<file path="src/rtl/lbs_pkg.sv">
// lbs_pkg: constants shared by the local bus slave port
package lbs_pkg;

  // =====================================================================
  // address map
  localparam logic [15:0] BASE_MP      = 16'h1000;
  localparam logic [15:0] BASE_L0      = 16'h2000;
  localparam logic [15:0] BASE_L1      = 16'h3000;
  localparam logic [15:0] BASE_FE      = 16'h4000;
  localparam logic [11:0] BASE_MASK_LO = 12'hFFF;  // each device owns a 4 KB window
  localparam logic [11:0] OFS_BUILD_STAMP = 12'hFC;
  localparam logic [11:0] OFS_SCRATCH     = 12'h00;
  localparam logic [11:0] OFS_STATUS      = 12'h04;

  // =====================================================================
  // reset values and build stamp digits
  localparam logic [31:0] SCRATCH_RST = 32'h0000_0000;
  localparam logic [31:0] BUILD_STAMP_DEF = 32'd2000010100;  // arbitrary build stamp

  // =====================================================================
  // hardware settings port
  localparam int HW_RESET_BIT = 7;

  // =====================================================================
  // bus state machine
  typedef enum logic [2:0] {
    LBS_IDLE = 3'b001,
    LBS_DATA = 3'b010,
    LBS_SKIP = 3'b100
  } lbs_state_t;

endpackage

</file>
<file path="src/rtl/lbs_sync.sv">
// lbs_sync: two flip-flop synchroniser for a bundle of levels
`timescale 1ns/100ps
module lbs_sync #(
  parameter int W = 1
) (
  // clock and reset
  input  wire logic         clk,
  input  wire logic         rst_n,
  input  wire logic         ce,
  // data
  input  wire logic [W-1:0] d,
  output logic      [W-1:0] q
);
  logic [W-1:0] meta_r;
  logic [W-1:0] meta_nxt;
  logic [W-1:0] q_nxt;

  // first stage is read by the second stage only
  always_comb begin
    meta_nxt = ce ? d : meta_r;
    q_nxt    = ce ? meta_r : q;
  end

  always_ff @(posedge clk or negedge rst_n) begin
    if (!rst_n) begin
      meta_r <= '0;
      q      <= '0;
    end else begin
      meta_r <= meta_nxt;
      q      <= q_nxt;
    end
  end
endmodule // lbs_sync

</file>
<file path="src/rtl/lbs_clkdiv.sv">
// lbs_clkdiv: halves the system clock to make the bus clock
`timescale 1ns/100ps
module lbs_clkdiv (
  // clock and reset
  input  wire logic clk,
  input  wire logic rst_n,
  input  wire logic ce,
  // divided clock
  output logic      clk_half
);
  logic half_nxt;

  // toggle flop keeps the bus clock phase-locked to the system clock
  always_comb begin
    half_nxt = ce ? ~clk_half : clk_half;
  end

  always_ff @(posedge clk or negedge rst_n) begin
    if (!rst_n) begin
      clk_half <= 1'b0;
    end else begin
      clk_half <= half_nxt;
    end
  end
endmodule // lbs_clkdiv

</file>
<file path="src/rtl/local_bus_slave_port.sv">
// local_bus_slave_port: multiplexed address/data local bus slave with build stamp register
`timescale 1ns/100ps
module local_bus_slave_port #(
  parameter logic [15:0] BASE_ADDR   = lbs_pkg::BASE_MP,
  parameter logic [31:0] BUILD_STAMP = lbs_pkg::BUILD_STAMP_DEF
) (
  // system clock and reset
  input  wire logic        CLK,
  input  wire logic        RST_N,
  input  wire logic        CE,
  // hardware settings port
  input  wire logic [7:0]  HW_SETTINGS,
  input  wire logic        HW_SETTINGS_VALID,
  // bus clock out
  output logic             BUS_CLOCK_OUT,
  // local bus from master
  input  wire logic        BUS_RESET_N,
  input  wire logic        BUS_CLOCK_IN,
  input  wire logic [31:0] MUXED_ADDR_DATA_I,
  output logic      [31:0] MUXED_ADDR_DATA_O,
  output logic             MUXED_ADDR_DATA_OE,
  input  wire logic        ADDR_STROBE_N,
  input  wire logic        WRITE_NOT_READ,
  input  wire logic        MASTER_WAIT_N,
  input  wire logic        LAST_TRANSFER_N,
  output logic             SLAVE_READY_N,
  output logic             SLAVE_READY_OE,
  output logic             BURST_TERMINATE_N,
  output logic             BURST_TERMINATE_OE,
  // user side
  output logic      [31:0] SCRATCH,
  output logic             SYS_RESET
);

  // =====================================================================
  // bus clock generation
  logic clk_half;

  lbs_clkdiv u_div (
    .clk      (CLK),
    .rst_n    (RST_N),
    .ce       (CE),
    .clk_half (clk_half)
  );

  // =====================================================================
  // input synchronisers: bus pins and bus clock come from outside
  localparam int SW = 32 + 6 + 9;
  logic [SW-1:0] sync_in;
  logic [SW-1:0] sync_out;
  logic [31:0]   ad_s;
  logic          ads_n_s;
  logic          wnr_s;
  logic          wait_n_s;
  logic          last_n_s;
  logic          lrst_n_s;
  logic          bus_clock_out_s;
  logic [7:0]    hw_s;
  logic          hw_v_s;

  assign sync_in = {MUXED_ADDR_DATA_I, ADDR_STROBE_N, WRITE_NOT_READ, MASTER_WAIT_N,
                    LAST_TRANSFER_N, BUS_RESET_N, BUS_CLOCK_IN, HW_SETTINGS,
                    HW_SETTINGS_VALID};

  lbs_sync #(.W(SW)) u_sync (
    .clk   (CLK),
    .rst_n (RST_N),
    .ce    (CE),
    .d     (sync_in),
    .q     (sync_out)
  );

  assign {ad_s, ads_n_s, wnr_s, wait_n_s, last_n_s, lrst_n_s, bus_clock_out_s, hw_s, hw_v_s} = sync_out;

  // =====================================================================
  // system reset from hardware settings bit 7
  logic sysrst_r;
  logic sysrst_nxt;
  logic bus_clock_out_d_r;
  logic bus_clock_out_d_nxt;
  logic bus_clock_out_rise;

  // reset is on after power-up until software clears the setting bit
  always_comb begin
    sysrst_nxt = sysrst_r;
    if (hw_v_s) begin
      sysrst_nxt = hw_s[lbs_pkg::HW_RESET_BIT];
    end
    bus_clock_out_d_nxt = bus_clock_out_s;
  end

  always_ff @(posedge CLK or negedge RST_N) begin
    if (!RST_N) begin
      sysrst_r <= 1'b1;
      bus_clock_out_d_r <= 1'b0;
    end else if (CE) begin
      sysrst_r <= sysrst_nxt;
      bus_clock_out_d_r <= bus_clock_out_d_nxt;
    end
  end

  // bus signals are sampled on the rising edge of the bus clock
  assign bus_clock_out_rise = bus_clock_out_s & ~bus_clock_out_d_r;

  // =====================================================================
  // bus state machine and registers
  lbs_pkg::lbs_state_t st_r;
  lbs_pkg::lbs_state_t st_nxt;
  logic [13:0] waddr_r;
  logic [13:0] waddr_nxt;
  logic        wr_r;
  logic        wr_nxt;
  logic [31:0] scratch_r;
  logic [31:0] scratch_nxt;
  logic [31:0] dout_r;
  logic [31:0] dout_nxt;
  logic        oe_r;
  logic        oe_nxt;
  logic        rdy_n_r;
  logic        rdy_n_nxt;
  logic        rdy_oe_r;
  logic        rdy_oe_nxt;
  logic        hit_strobe;
  logic [11:0] ofs;
  logic [31:0] rd_data;
  logic        soft_rst;

  // either reset source holds the interface idle
  assign soft_rst = sysrst_r | ~lrst_n_s;

  // own window: upper address nibble matches base, lines 1..0 not carried
  assign hit_strobe = ({ad_s[15:12], 12'h000} == BASE_ADDR);
  assign ofs        = {waddr_r[9:0], 2'b00};

  // read mux; unmapped offsets inside the window read zero
  always_comb begin
    case (ofs)
      lbs_pkg::OFS_BUILD_STAMP: rd_data = BUILD_STAMP;
      lbs_pkg::OFS_SCRATCH:     rd_data = scratch_r;
      lbs_pkg::OFS_STATUS:      rd_data = {31'h0, sysrst_r};
      default:                  rd_data = 32'h0000_0000;
    endcase
  end

  // one data beat per bus clock once wait is released
  always_comb begin
    st_nxt      = st_r;
    waddr_nxt   = waddr_r;
    wr_nxt      = wr_r;
    scratch_nxt = scratch_r;
    dout_nxt    = dout_r;
    oe_nxt      = oe_r;
    rdy_n_nxt   = 1'b1;
    rdy_oe_nxt  = rdy_oe_r;
    if (bus_clock_out_rise) begin
      case (st_r)
        lbs_pkg::LBS_IDLE: begin
          oe_nxt     = 1'b0;
          rdy_oe_nxt = 1'b0;
          if (!ads_n_s) begin
            waddr_nxt = ad_s[15:2];
            wr_nxt    = wnr_s;
            st_nxt    = hit_strobe ? lbs_pkg::LBS_DATA : lbs_pkg::LBS_SKIP;
          end
        end
        lbs_pkg::LBS_DATA: begin
          rdy_oe_nxt = 1'b1;
          if (wait_n_s) begin
            if (wr_r) begin
              if (ofs == lbs_pkg::OFS_SCRATCH) begin
                scratch_nxt = ad_s;
              end
              oe_nxt = 1'b0;
            end else begin
              dout_nxt = rd_data;
              oe_nxt   = 1'b1;
            end
            rdy_n_nxt = 1'b0;
            waddr_nxt = waddr_r + 14'h1;
            if (!last_n_s) begin
              st_nxt = lbs_pkg::LBS_IDLE;
            end
          end
        end
        lbs_pkg::LBS_SKIP: begin
          // foreign access: stay off the lines until its last beat
          oe_nxt     = 1'b0;
          rdy_oe_nxt = 1'b0;
          if (wait_n_s && !last_n_s) begin
            st_nxt = lbs_pkg::LBS_IDLE;
          end
        end
        default: st_nxt = lbs_pkg::LBS_IDLE;
      endcase
    end else begin
      rdy_n_nxt = rdy_n_r;  // ready holds for the whole bus clock
    end
  end

  always_ff @(posedge CLK or negedge RST_N) begin
    if (!RST_N) begin
      st_r      <= lbs_pkg::LBS_IDLE;
      waddr_r   <= 14'h0000;
      wr_r      <= 1'b0;
      scratch_r <= lbs_pkg::SCRATCH_RST;
      dout_r    <= 32'h0000_0000;
      oe_r      <= 1'b0;
      rdy_n_r   <= 1'b1;
      rdy_oe_r  <= 1'b0;
    end else if (CE) begin
      if (soft_rst) begin
        st_r      <= lbs_pkg::LBS_IDLE;
        waddr_r   <= 14'h0000;
        wr_r      <= 1'b0;
        scratch_r <= lbs_pkg::SCRATCH_RST;
        dout_r    <= 32'h0000_0000;
        oe_r      <= 1'b0;
        rdy_n_r   <= 1'b1;
        rdy_oe_r  <= 1'b0;
      end else begin
        st_r      <= st_nxt;
        waddr_r   <= waddr_nxt;
        wr_r      <= wr_nxt;
        scratch_r <= scratch_nxt;
        dout_r    <= dout_nxt;
        oe_r      <= oe_nxt;
        rdy_n_r   <= rdy_n_nxt;
        rdy_oe_r  <= rdy_oe_nxt;
      end
    end
  end

  // =====================================================================
  // outputs straight from flip-flops, except BURST_TERMINATE_N which is tied high
  // terminate is never used: the slave accepts bursts of any length
  assign BUS_CLOCK_OUT      = clk_half;
  assign MUXED_ADDR_DATA_O  = dout_r;
  assign MUXED_ADDR_DATA_OE = oe_r;
  assign SLAVE_READY_N      = rdy_n_r;
  assign SLAVE_READY_OE     = rdy_oe_r;
  assign BURST_TERMINATE_N  = rdy_oe_r ? 1'b1 : 1'b1;
  assign BURST_TERMINATE_OE = rdy_oe_r;
  assign SCRATCH            = scratch_r;
  assign SYS_RESET          = sysrst_r;

endmodule // local_bus_slave_port

</file>
<file path="config.mk">
export PLATFORM = sky130hd
export DESIGN_NAME = local_bus_slave_port
export DESIGN_NICKNAME = d
export VERILOG_FILES = /design/src/rtl/lbs_pkg.sv /design/src/rtl/lbs_sync.sv /design/src/rtl/lbs_clkdiv.sv /design/src/rtl/local_bus_slave_port.sv
export SDC_FILE = /design/constraint.sdc
export NUM_CORES = 1
export LEC_CHECK = 0
export BUFFER_PORTS_ARGS = -buffer_cell sky130_fd_sc_hd__buf_4
export CELL_PAD_IN_SITES_DETAIL_PLACEMENT = 1
export CELL_PAD_IN_SITES_GLOBAL_PLACEMENT = 1
export CORE_ASPECT_RATIO = 0.7
export CORE_UTILIZATION = 45
export DETAILED_ROUTE_END_ITERATION = 16
export PLACE_DENSITY = 0.85
export SYNTH_ARGS = -nofsm -noshare
export SYNTH_HDL_FRONTEND = slang
export SYNTH_SLANG_ARGS = --single-unit
</file>
<file path="constraint.sdc">
create_clock -name CLK -period 2.5 [get_ports CLK]
set_clock_uncertainty 0.2 [all_clocks]
set_input_delay 0.5 -clock CLK [delete_from_list [all_inputs] [get_ports CLK]]
set_output_delay 0.5 -clock CLK [all_outputs]
set_load 0.03 [all_outputs]
</file>
# Word-level counts from Yosys, hierarchy flattened
# Index checks and enable logic that the tools add are counted.
[op_classes] addsub=1 n_eq_ne=12 mux=41 bitwise=5 n_reduce_logical=21
[op_table] operator="32-bit two-way mux" count=11
[op_table] operator="32-bit one-hot mux with 3 select lines" count=1
[op_table] operator="14-bit two-way mux" count=4
[op_table] operator="14-bit one-hot mux with 2 select lines" count=1
[op_table] operator="3-bit two-way mux" count=7
[op_table] operator="14-bit by 1-bit adder with 14-bit output, second input constant" count=1
[op_table] operator="1-bit two-way mux" count=14
[op_table] operator="12-bit logical NOT" count=1
[op_table] operator="6-bit AND reduction" count=2
[op_table] operator="2-bit nonzero test" count=6
[op_table] operator="10-bit by 1-bit == test with 1-bit output, second input constant" count=1
[op_table] operator="10-bit by 6-bit == test with 1-bit output, second input constant" count=1
[op_table] operator="5-bit AND reduction" count=2
[op_table] operator="3-bit inequality test, second input constant" count=3
[op_table] operator="3-bit one-hot mux with 3 select lines" count=1
[op_table] operator="4-bit AND reduction" count=2
[op_table] operator="3-bit nonzero test" count=2
[op_table] operator="4-bit by 1-bit == test with 1-bit output, second input constant" count=1
[op_table] operator="1-bit one-hot mux with 2 select lines" count=2
[op_table] operator="2-bit AND reduction" count=2
[op_table] operator="3-bit by 1-bit == test with 1-bit output, second input constant" count=1
[op_table] operator="3-bit by 2-bit == test with 1-bit output, second input constant" count=1
[op_table] operator="3-bit == test, second input constant" count=1
[op_table] operator="3-bit by 2-bit inequality test with 1-bit output, second input constant" count=1
[op_table] operator="other kinds (9)" count=11
[word_totals] reg_bits=182 input_bits=50 elab_cells=93

# Logic depth before layout (Yosys ltp)
# Gate-level depths: netlist (run 1).
[depth] depth_word=7 ltp_mapped=7 mapped_depth_nobuf=5

# Modules after synthesis
# From an unflattened synthesis (run 1), not the netlist that was laid out.
[unflattened] cells_unflattened=546 hier_area_um2=7399.6
[by_module_without_submodules] module="local_bus_slave_port" instances=1 cells_per_inst=346 area_per_inst_um2=3865.0 seq_area_each_um2=2080.7
[by_module_without_submodules] module="lbs_sync" instances=1 cells_per_inst=198 area_per_inst_um2=3500.9 seq_area_each_um2=2352.3
[by_module_without_submodules] module="lbs_clkdiv" instances=1 cells_per_inst=2 area_per_inst_um2=33.8 seq_area_each_um2=25.0

# Worst setup path before layout (run 1)
# Ideal clock, no wire load.
[synth_path] path_type="flip-flop to flip-flop" from="register sysrst_r (netlist: SYS_RESET)" to="register dout_r[20] (netlist: MUXED_ADDR_DATA_O[20])" arrival_ps=1814 t_required_ps=2174 slack_ps=360 path_stages_with_launch=7 path_buffers=2 period_less_slack_ps=2140 path_cell_list="dfstp_2 nand2b_1 buf_4 o21ai_2 a211o_1 buf_2 a221o_1"
[synth_via] elab_chain_len=3 word_cells_on_any_way=7
[synth_rtl] element="start: declaration" line="local_bus_slave_port.sv:77" source="logic sysrst_r;"
[synth_rtl] element="start signal: assignment" line="local_bus_slave_port.sv:97" source="sysrst_r <= sysrst_nxt;"
[synth_rtl] element="1-bit bitwise OR *" line="local_bus_slave_port.sv:129" source="assign soft_rst = sysrst_r | ~lrst_n_s;"
[synth_rtl] element="2-bit by 1-bit inequality test with 1-bit output (no line) or 2-bit nonzero test (tied branches)"
[synth_rtl] element="5-bit AND reduction (no line)"
[synth_rtl] element="end signal: assignment" line="local_bus_slave_port.sv:225" source="dout_r <= dout_nxt;"
[synth_rtl] element="end: declaration" line="local_bus_slave_port.sv:115" source="logic [31:0] dout_r;"
# Every way passes the cells marked *; elsewhere a longest branch is shown, timed or not.
# A chain may end at the register's enable or synchronous reset.

# Worst setup path after layout (run 1)
[layout_path] from="register sysrst_r (netlist: SYS_RESET)" to="register dout_r[16] (netlist: MUXED_ADDR_DATA_O[16])"
# The elaborated chain is that of the path after synthesis.

==> results.json, run 1 <==
{
  "antenna_found_initial": 0,
  "cp-start-kind": "register",
  "setup_viol": 0,
  "hpwlAfterDp_mm": 11.54,
  "p_per_area_nw_per_um2": 802.8,
  "groute.layer.met2.usage": 0.4083,
  "worstPathArrival_ns": 2.46,
  "cts_root_buf": "clkbuf_16",
  "avgSynthCellArea_um2": 14.42,
  "p_sw_w": 0.001893,
  "drt_pass1_iterations": 4,
  "crit_slowest_cell": "dfstp_2",
  "fin_crit_sh": 0.9421,
  "seq_area_frac_synth": 0.6221,
  "cp_top_family": "compound AO/OA/AOI/OAI gates",
  "hold_viol_final": 0,
  "leakagePower_nw": 3.863,
  "drt_iter0_drc": 222,
  "htreeDepth": 4,
  "use_met1": 0.3311,
  "ir_drop_mv": 0.5754,
  "rsz0062_at_grt": "false",
  "nets": 626,
  "syn_area_um2": 6603,
  "drv_cap": 0,
  "post-route-util": 0.5895,
  "slew_violations": 0,
  "initial_utilization": 0.4683,
  "p_clk_frac": 0.379,
  "grt_max_degree": 59,
  "postCtsSetupRepairBufs": 0,
  "p_seq_frac": 0.474,
  "synthCells": 458,
  "ant_nets": 0,
  "tns_ns": 0,
  "cp_cell_sequence": "nand2b_1 -> o21ai_2 -> a211o_1 -> buf_4 -> a221o_1",
  "synth_cell_types": 55,
  "post_drt_wl_per_cell_um": 22.58,
  "die_area_um2": 15170,
  "cp.required_ns": 2.60,
  "drive_above_1_share": 0.4429,
  "clock_path_buffers": 2,
  "syn-num-nets": 510,
  "gr-usage-all-layers": 0.2500,
  "drcViolationCount": 0,
  "ys_ff_latch": 164,
  "ios": 121,
  "antennaDiodeCount": 0,
  "yosys.area.top_type": "dfrtp_1",
  "worst-path-buf-inv": 1,
  "grt_pass1_vias": 4850,
  "clkTransAtPathRegs_ns": 0.07,
  "cp-end-kind": "register",
  "worstSetupPathType": "reg -> reg",
  "synth.top_cells.by_count": "161 x dfrtp_1, 82 x mux2_2, 50 x a22o_1",
  "max_stage_delay_ns": 0.56,
  "comb_power_share": 0.147,
  "hp-class": "in -> reg",
  "finalWirelength_mm": 17.54,
  "fp.dieH_um": 103.3,
  "setup_slack_ns": 0.1448,
  "status": "complete, no violations",
  "fmax_mhz": 424.6,
  "switching_share": 0.2837,
  "cts.sinks": 164,
  "syn_to_final_growth_pct": 25.87,
  "die_x_um": 146.8,
  "async_reset_ff_frac": 1.000,
  "synth_most_common_cell": "dfrtp_1",
  "cts_tree": "yes",
  "avgViaCountPerCell": 5.852,
  "insertion_delay_ns": 0.42,
  "maxSlewHeadroom": 0.4818,
  "gr-total-overflow": 0,
  "grt-busiest-layer": "met2",
  "synthTopCellsByArea": "dfrtp_1 61%, mux2_2 14%, a22o_1 6.6%",
  "ys_warn_count": 0,
  "p_int_w": 0.004779,
  "rows": 36,
  "hold_ws_ns": 0.1087,
  "core_um2": 14100,
  "synth_flop_cell": "dfrtp_1",
  "place_congestion": 0.8563,
  "synth-edff-count": 0,
  "cp_max_fo": 32,
  "netlist.area_leader.share": 0.6102,
  "cts-buffers-inserted": 17,
  "period_minus_slack_ns": 2.355,
  "grt_pass1_wl_mm": 28.39,
  "port_buffers": 112,
  "tightest_slew_ns": 0.7773,
  "dpl_worst_slack_ns": 0.1674,
  "vias": 4547,
  "use_met3": 0.05351
}
cells in the final DEF (no fill, tap or decap), types with 9 or more instances in the layout:
cell | Yosys | final
dfrtp_1 | 161 | 161
buf_4 | 3 | 127
mux2_2 | 82 | 82
a22o_1 | 50 | 50
a221o_1 | 20 | 20
clkbuf_16 | 0 | 17
inv_1 | 9 | 9
o211ai_1 | 9 | 9
state kept, by name, summed over array words and instances (netlist names):
signal              count
BURST_TERMINATE_OE      1
u_sync.meta_r          40
bus_clock_out_d_r       1
MUXED_ADDR_DATA_O      32
u_div.clk_half          1
u_sync.q               40
SLAVE_READY_N           1
wr_r                    1
MUXED_ADDR_DATA_OE      1
waddr_r                10
st_r                    3
SCRATCH                32
SYS_RESET               1
logic make-up (layout without fill, tap and decap cells):
family	Yosys count	in the layout	synth area share
compound gates	111	111	0.1438
other cells	1	1	0.0005680
flops	164	164	0.6221
fa+ha+maj	2	2	0.003789
mux	83	83	0.1416
buf+inv	45	174	0.03411
xor+xnor	3	3	0.003980
simple gates	49	49	0.05003
stage by stage:
| stage | power [W] | area [um^2] | instances |
|---|---|---|---|
| 2_1_floorplan | 0.003769 | 6603 | 458 |
| 3_3_place_gp | 0.004076 | 7717 | 744 |
| 3_5_place_dp | 0.004160 | 7717 | 744 |
| 4_1_cts | 0.006723 | 8305 | 777 |
| 5_1_grt | 0.006980 | 8310 | 777 |
| 6_report | 0.006672 | 8310 | 777 |
repair_timing:
| item | in CTS | in global routing |
|---|---|---|
| endpoints found under the setup margin | 0 | 3 |
| resized for setup | 0 | 1 |
| endpoints found under the hold margin | 49 | 0 |
| hold buffers | 1 | 0 |
layout make-up:
type	count	area, um^2
clock buffer	19	452.9
clock inverter	13	125.1
fill	1366	5788
inverter	9	33.78
multi-input combinational	249	2298
sequential	164	4108
tap	190	237.7
timing repair buffer	133	1055
per-layer routing:
layer,vias up,share of wire
met4,0,0.018
met2,137,0.49
li1,1978,-
met5,-,0
met3,26,0.049
met1,2406,0.44
worst register-to-register path, cell delays in order, from the launching register on:
cell and delay, ns:
dfstp_2 0.56, nand2b_1 0.30, o21ai_2 0.21, a211o_1 0.30
buf_4 0.24, a221o_1 0.43
power by group through the flow:
stage / combinational (W) / sequential, W / clock (W)
floorplan: 0.000642 / 0.00313 / 0
finish: 0.000981 / 0.00316 / 0.00253
global placement: 0.000911 / 0.00316 / 0
detailed placement: 0.000967 / 0.00319 / 0
CTS: 0.000980 / 0.00316 / 0.00259
global route: 0.00107 / 0.00320 / 0.00271
final timing paths:
kind,to,startpoint,cells past startpoint,slack (ns)
min in group asynchronous,u_sync.meta_r[33],RST_N,2,0.40
max reg2reg,MUXED_ADDR_DATA_O[16],SYS_RESET,5,0.14
max,MUXED_ADDR_DATA_O[16],SYS_RESET,5,0.14
min reg2reg,u_div.clk_half,u_div.clk_half,1,0.27
max in group asynchronous,SLAVE_READY_N,RST_N,3,0.93
min,u_sync.meta_r[36],MUXED_ADDR_DATA_I[21],2,0.11
Power figures use the tool's default switching activity.
==> run 2: changes to the inputs <==
--- a/config.mk
+++ b/config.mk
@@ -14,2 +14,3 @@
 export PLACE_DENSITY = 0.85
+export SETUP_SLACK_MARGIN = 0.3
 export SYNTH_ARGS = -nofsm -noshare
==> constraint.sdc (replaced) <==
create_clock -name CLK -period 2.5 [get_ports CLK]
set_clock_uncertainty 0.2 [all_clocks]
set_input_delay 0.375 -clock CLK [delete_from_list [all_inputs] [get_ports CLK]]
set_output_delay 0.375 -clock CLK [all_outputs]
set_load 0.03 [all_outputs]
==> run 2 against run 1 <==
Power up 4.2%; clock-buffer cell count up 1; utilization up 3.7 points; combinational power up 18%; critical path type unchanged.
==> results.json, run 2 (same netlist as run 1, synthesis figures left out) <==
{
  "crit_slowest_cell": "dfstp_2",
  "drt_pass1_iterations": 6,
  "cp-end-kind": "register",
  "fin_crit_sh": 0.8581,
  "fp.dieH_um": 103.3,
  "hold_ws_ns": 0.2745,
  "tightest_slew_ns": 0.6800,
  "htreeDepth": 4,
  "cp_top_family": "compound AO/OA/AOI/OAI gates",
  "ir_drop_mv": 0.5398,
  "fmax_mhz": 466.2,
  "port_buffers": 112,
  "nets": 672,
  "layout_common_cells": "159 x dfrtp_1, 131 x buf_4, 82 x mux2_2",
  "initial_utilization": 0.4683,
  "grt_max_degree": 55,
  "drcViolationCount": 0,
  "ant_nets": 0,
  "p_per_area_nw_per_um2": 786.2,
  "drt_iter0_drc": 358,
  "grt_pass1_wl_mm": 28.43,
  "grt_pass1_vias": 4897,
  "cp_max_fo": 32,
  "insertion_delay_ns": 0.43,
  "cp_cell_sequence": "nand2b_4 -> o21ai_4 -> a211o_1 -> buf_6 -> a221o_1",
  "antennaDiodeCount": 0,
  "setup_viol": 0,
  "max_stage_delay_ns": 0.57,
  "drv_cap": 0,
  "gr-usage-all-layers": 0.2540,
  "syn_to_final_growth_pct": 33.86,
  "core_um2": 14100,
  "rsz0062_at_grt": "false",
  "layout_commonest_cell": "dfrtp_1",
  "worst-path-buf-inv": 1,
  "status": "complete, no violations",
  "die_area_um2": 15170,
  "period_minus_slack_ns": 2.145,
  "leakagePower_nw": 4.100,
  "cts-buffers-inserted": 17,
  "top_regs": "u_sync.meta_r x40, u_sync.q x40",
  "post_dp_cell_area_um2": 7682,
  "worstPathArrival_ns": 2.25,
  "avgViaCountPerCell": 5.788,
  "antenna_found_initial": 0,
  "tns_ns": 0,
  "hpwlAfterDp_mm": 11.26,
  "drive_above_1_share": 0.4272,
  "hold_viol_final": 0,
  "ios": 121,
  "cp-start-kind": "register",
  "cp.required_ns": 2.60,
  "gr-total-overflow": 0,
  "design_area_um2": 8838,
  "cts_root_buf": "clkbuf_16",
  "clock_path_buffers": 2,
  "hp-class": "in -> async",
  "vias": 4758,
  "rows": 36,
  "maxSlewHeadroom": 0.5466,
  "die_x_um": 146.8,
  "cts_tree": "yes",
  "worstSetupPathType": "reg -> reg",
  "cts.sinks": 164,
  "finalWirelength_mm": 18.81,
  "clkTransAtPathRegs_ns": 0.06,
  "place_congestion": 0.8526,
  "post_drt_wl_per_cell_um": 22.88,
  "fillers": 1370,
  "slew_violations": 0
}
[run 2: cell types whose count changed in the layout (fill, tap and decap cells not counted), sizes merged]
cell	change
dlygate4sd3	+40
bufinv	+1
buf	+5
clkbuf	+2
clkinvlp	-3
[run 2: worst reg2reg max path, stage by stage (launching register included)]
cell and delay [ns]:
dfstp_2 0.57, nand2b_4 0.20, o21ai_4 0.12, a211o_1 0.30
buf_6 0.20, a221o_1 0.42
[run 2: worst paths after layout]
path / slack, ns / start / to / cells after the start
hold / removal: 0.27 / RST_N / SCRATCH[18] / 2
min in group CLK: 0.30 / u_sync.q[42] / SCRATCH[27] / 1
max in group asynchronous: 1.00 / RST_N / MUXED_ADDR_DATA_O[20] / 3
setup / recovery: 0.35 / SYS_RESET / MUXED_ADDR_DATA_O[4] / 5
setup reg to reg: 0.35 / SYS_RESET / MUXED_ADDR_DATA_O[4] / 5
hold reg to reg: 0.30 / u_sync.q[42] / SCRATCH[27] / 1
[run 2: stage by stage]
step / instances / util / power (W) / setup slack [ns]
floorplan: 458 / - / 0.003769 / 0.3599
global placement: 741 / 0.5449 / 0.004066 / 0.1945
detailed placement: 741 / 0.5449 / 0.004155 / 0.1372
CTS: 813 / 0.6190 / 0.006894 / 0.3082
global route: 822 / 0.6269 / 0.007221 / 0.2903
finish: 822 / 0.6269 / 0.006949 / 0.3548
[run 2: power by group]
part	total, W	leakage, nW	internal [W]	switching (W)
logic	0.00116	1.73	0.000543	0.000613
registers	0.00319	2.08	0.00291	0.000277
clock network	0.00260	0.287	0.00152	0.00108
total	0.00695	4.10	0.00498	0.00197
[run 2: routing by layer]
metal,wire [um],track usage
met1,8005,0.3252
met2,9555,0.4229
met3,882,0.05921
met4,363,0.1066
met5,0,0
[run 2: cell type report]
class,instances,area [um^2],area share
flip-flops and latches,164,4110,0.4650
multi-input cells,249,2361,0.2671
repair buffers,179,1513,0.1711
clock buffers,20,456.7,0.05167
well taps,190,237.7,0.02690
clock inverters,11,126.4,0.01430
inverters,9,33.78,0.003822
[run 2: timing repair]
| action | 4_1_cts | 5_1_grt |
|---|---|---|
| endpoints found under the hold margin | 88 | 0 |
| pin swaps | 0 | 2 |
| resized for setup | 10 | 6 |
| endpoints found under the setup margin | 71 | 72 |
| buffers inserted | 0 | 8 |
| hold buffers | 41 | 0 |
| cloned | 0 | 1 |
==> run 3: changes to the inputs <==
- BUFFER_PORTS_ARGS: -buffer_cell sky130_fd_sc_hd__buf_4 -> default
- CORE_UTILIZATION: 45 -> 51
- DONT_BUFFER_PORTS: default -> 1
- PLACE_DENSITY: 0.85 -> 0.84
==> run 3 against run 2 <==
The flow now finishes with violations (hold timing); sequential share of layout area rose by 3.9 points; critical path depth fell by 1; first-iteration DRC count fell by 34%; register-to-register slack got worse by 0.06 ns; critical path type unchanged; largest cell class unchanged; highest routed layer unchanged.
==> results.json, run 3 (same netlist as run 1, synthesis figures left out) <==
{
  "clkTransAtPathRegs_ns": 0.07,
  "grt_max_degree": 165,
  "drcViolationCount": 0,
  "antenna_found_initial": 0,
  "avgViaCountPerCell": 6.145,
  "drt_pass1_iterations": 4,
  "ant_nets": 0,
  "nets": 580,
  "cp-end-kind": "register",
  "hpwlAfterDp_mm": 9.279,
  "fillers": 1129,
  "power_w": 0.006744,
  "syn_to_final_growth_pct": 23.52,
  "insertion_delay_ns": 0.43,
  "place_congestion": 0.8444,
  "setup_viol": 0,
  "hp-class": "in -> async",
  "rsz0062_at_grt": "true",
  "hold_viol_final": 164,
  "gr-usage-all-layers": 0.2737,
  "drive_above_1_share": 0.2754,
  "slew_violations": 0,
  "worstSetupPathType": "reg -> reg",
  "vias": 4320,
  "post-route-util": 0.6521,
  "rows": 34,
  "leakagePower_nw": 3.560,
  "tns_ns": 0,
  "ios": 121,
  "p_per_area_nw_per_um2": 827.0,
  "die_area_um2": 13410,
  "cp_max_fo": 12,
  "layout_commonest_cell": "dfrtp_1",
  "failed_checks": "hold timing",
  "fin_crit_sh": 0.8821,
  "tightest_slew_ns": 0.5898,
  "worstPathArrival_ns": 2.36,
  "hold_buffers": 73,
  "maxSlewHeadroom": 0.6068,
  "finalWirelength_mm": 17.30,
  "die_x_um": 138.0,
  "initial_utilization": 0.5279,
  "drt_iter0_drc": 237,
  "top_regs": "u_sync.meta_r x40, u_sync.q x40",
  "ir_drop_mv": 0.5826,
  "status": "finished with violations",
  "core_um2": 12510,
  "cts-buffers-inserted": 17,
  "cts_root_buf": "clkbuf_16",
  "period_minus_slack_ns": 2.205,
  "gr-total-overflow": 0,
  "port_buffers": 0,
  "post_drt_wl_per_cell_um": 24.61,
  "cp.required_ns": 2.66,
  "fmax_mhz": 453.5,
  "grt_pass1_wl_mm": 27.20,
  "fp.dieH_um": 97.20,
  "cts_tree": "yes",
  "layout_common_cells": "158 x dfrtp_1, 82 x mux2_2, 72 x dlygate4sd3_1",
  "drv_cap": 0,
  "cts.sinks": 164,
  "htreeDepth": 4,
  "grt_pass1_vias": 4837,
  "cp-start-kind": "register",
  "hold_ws_ns": -0.5679,
  "clock_path_buffers": 2,
  "antennaDiodeCount": 0
}
run 3: cell types whose count changed in the layout (fill, tap and decap cells not counted), moves of 2 or more:
cell	before	now
bufinv_16	2	0
clkinv_8	0	2
clkinv_2	3	0
buf_4	131	11
dlygate4sd3_1	41	72
inv_8	0	3
clkbuf_8	2	0
clkinvlp_4	1	4
buf_12	3	1
run 3: what timing repair did:
item / 4_1_cts / 5_1_grt
resized for setup: 11 / 7
pin swaps: 1 / 2
buffers inserted: 1 / 2
hold endpoints to repair: 248 / 164
setup endpoints to repair: 77 / 32
run 3: through the flow:
| step | hold WS, ns | setup slack [ns] | area [um^2] | std cells |
|---|---|---|---|---|
| 3_3_place_gp | -0.1169 | 0.2108 | 6733 | 595 |
| 6_report | -0.5679 | 0.2948 | 8155 | 703 |
| 2_1_floorplan | -0.1206 | 0.3599 | 6603 | 458 |
| 4_1_cts | -0.5691 | 0.3416 | 8100 | 701 |
| 5_1_grt | -0.5829 | 0.2306 | 8155 | 703 |
| 3_5_place_dp | -0.1175 | 0.1482 | 6733 | 595 |
run 3: power by group:
part / switching [W] / leakage [nW] / internal [W]
clock: 0.00119 / 0.265 / 0.00132
combinational: 0.000494 / 1.21 / 0.000519
sequential: 0.000310 / 2.08 / 0.00291
run 3: per-layer routing:
layer	track usage	routed length [um]	vias up
met5	0	0	-
met4	0.1171	290	0
met3	0.05738	1079	23
met2	0.4427	8782	146
met1	0.3551	7150	2268
li1	-	-	1883
run 3: final cells by class:
type	instances	area, um^2	share of cell area
Clock buffer	18	429.2	0.05262
Clock inverter	14	140.1	0.01718
Inverter	9	33.78	0.004142
Multi-Input combinational cell	249	2365	0.2900
Sequential cell	164	4111	0.5041
Tap cell	162	202.7	0.02485
Timing Repair Buffer	87	873.3	0.1071
run 3: worst paths after layout:
path	startpoint	endpoint	slack, ns	cells after the start
worst max-delay path	st_r[0]	waddr_r[5]	0.29	4
worst min-delay path	RST_N	u_sync.meta_r[38]	-0.57	0
worst max register to register	st_r[0]	waddr_r[5]	0.29	4
worst min register to register	u_sync.q[40]	SCRATCH[25]	0.30	1
max in group asynchronous	RST_N	st_r[0]	2.40	0
min in group CLK	CE	SLAVE_READY_N	0.17	3
run 3: worst max-delay path: stages, from the launching register on:
cell and delay (ns):
dfstp_2 0.67, nor4b_2 0.45, or3_4 0.30, and2_1 0.32, a22o_1 0.20
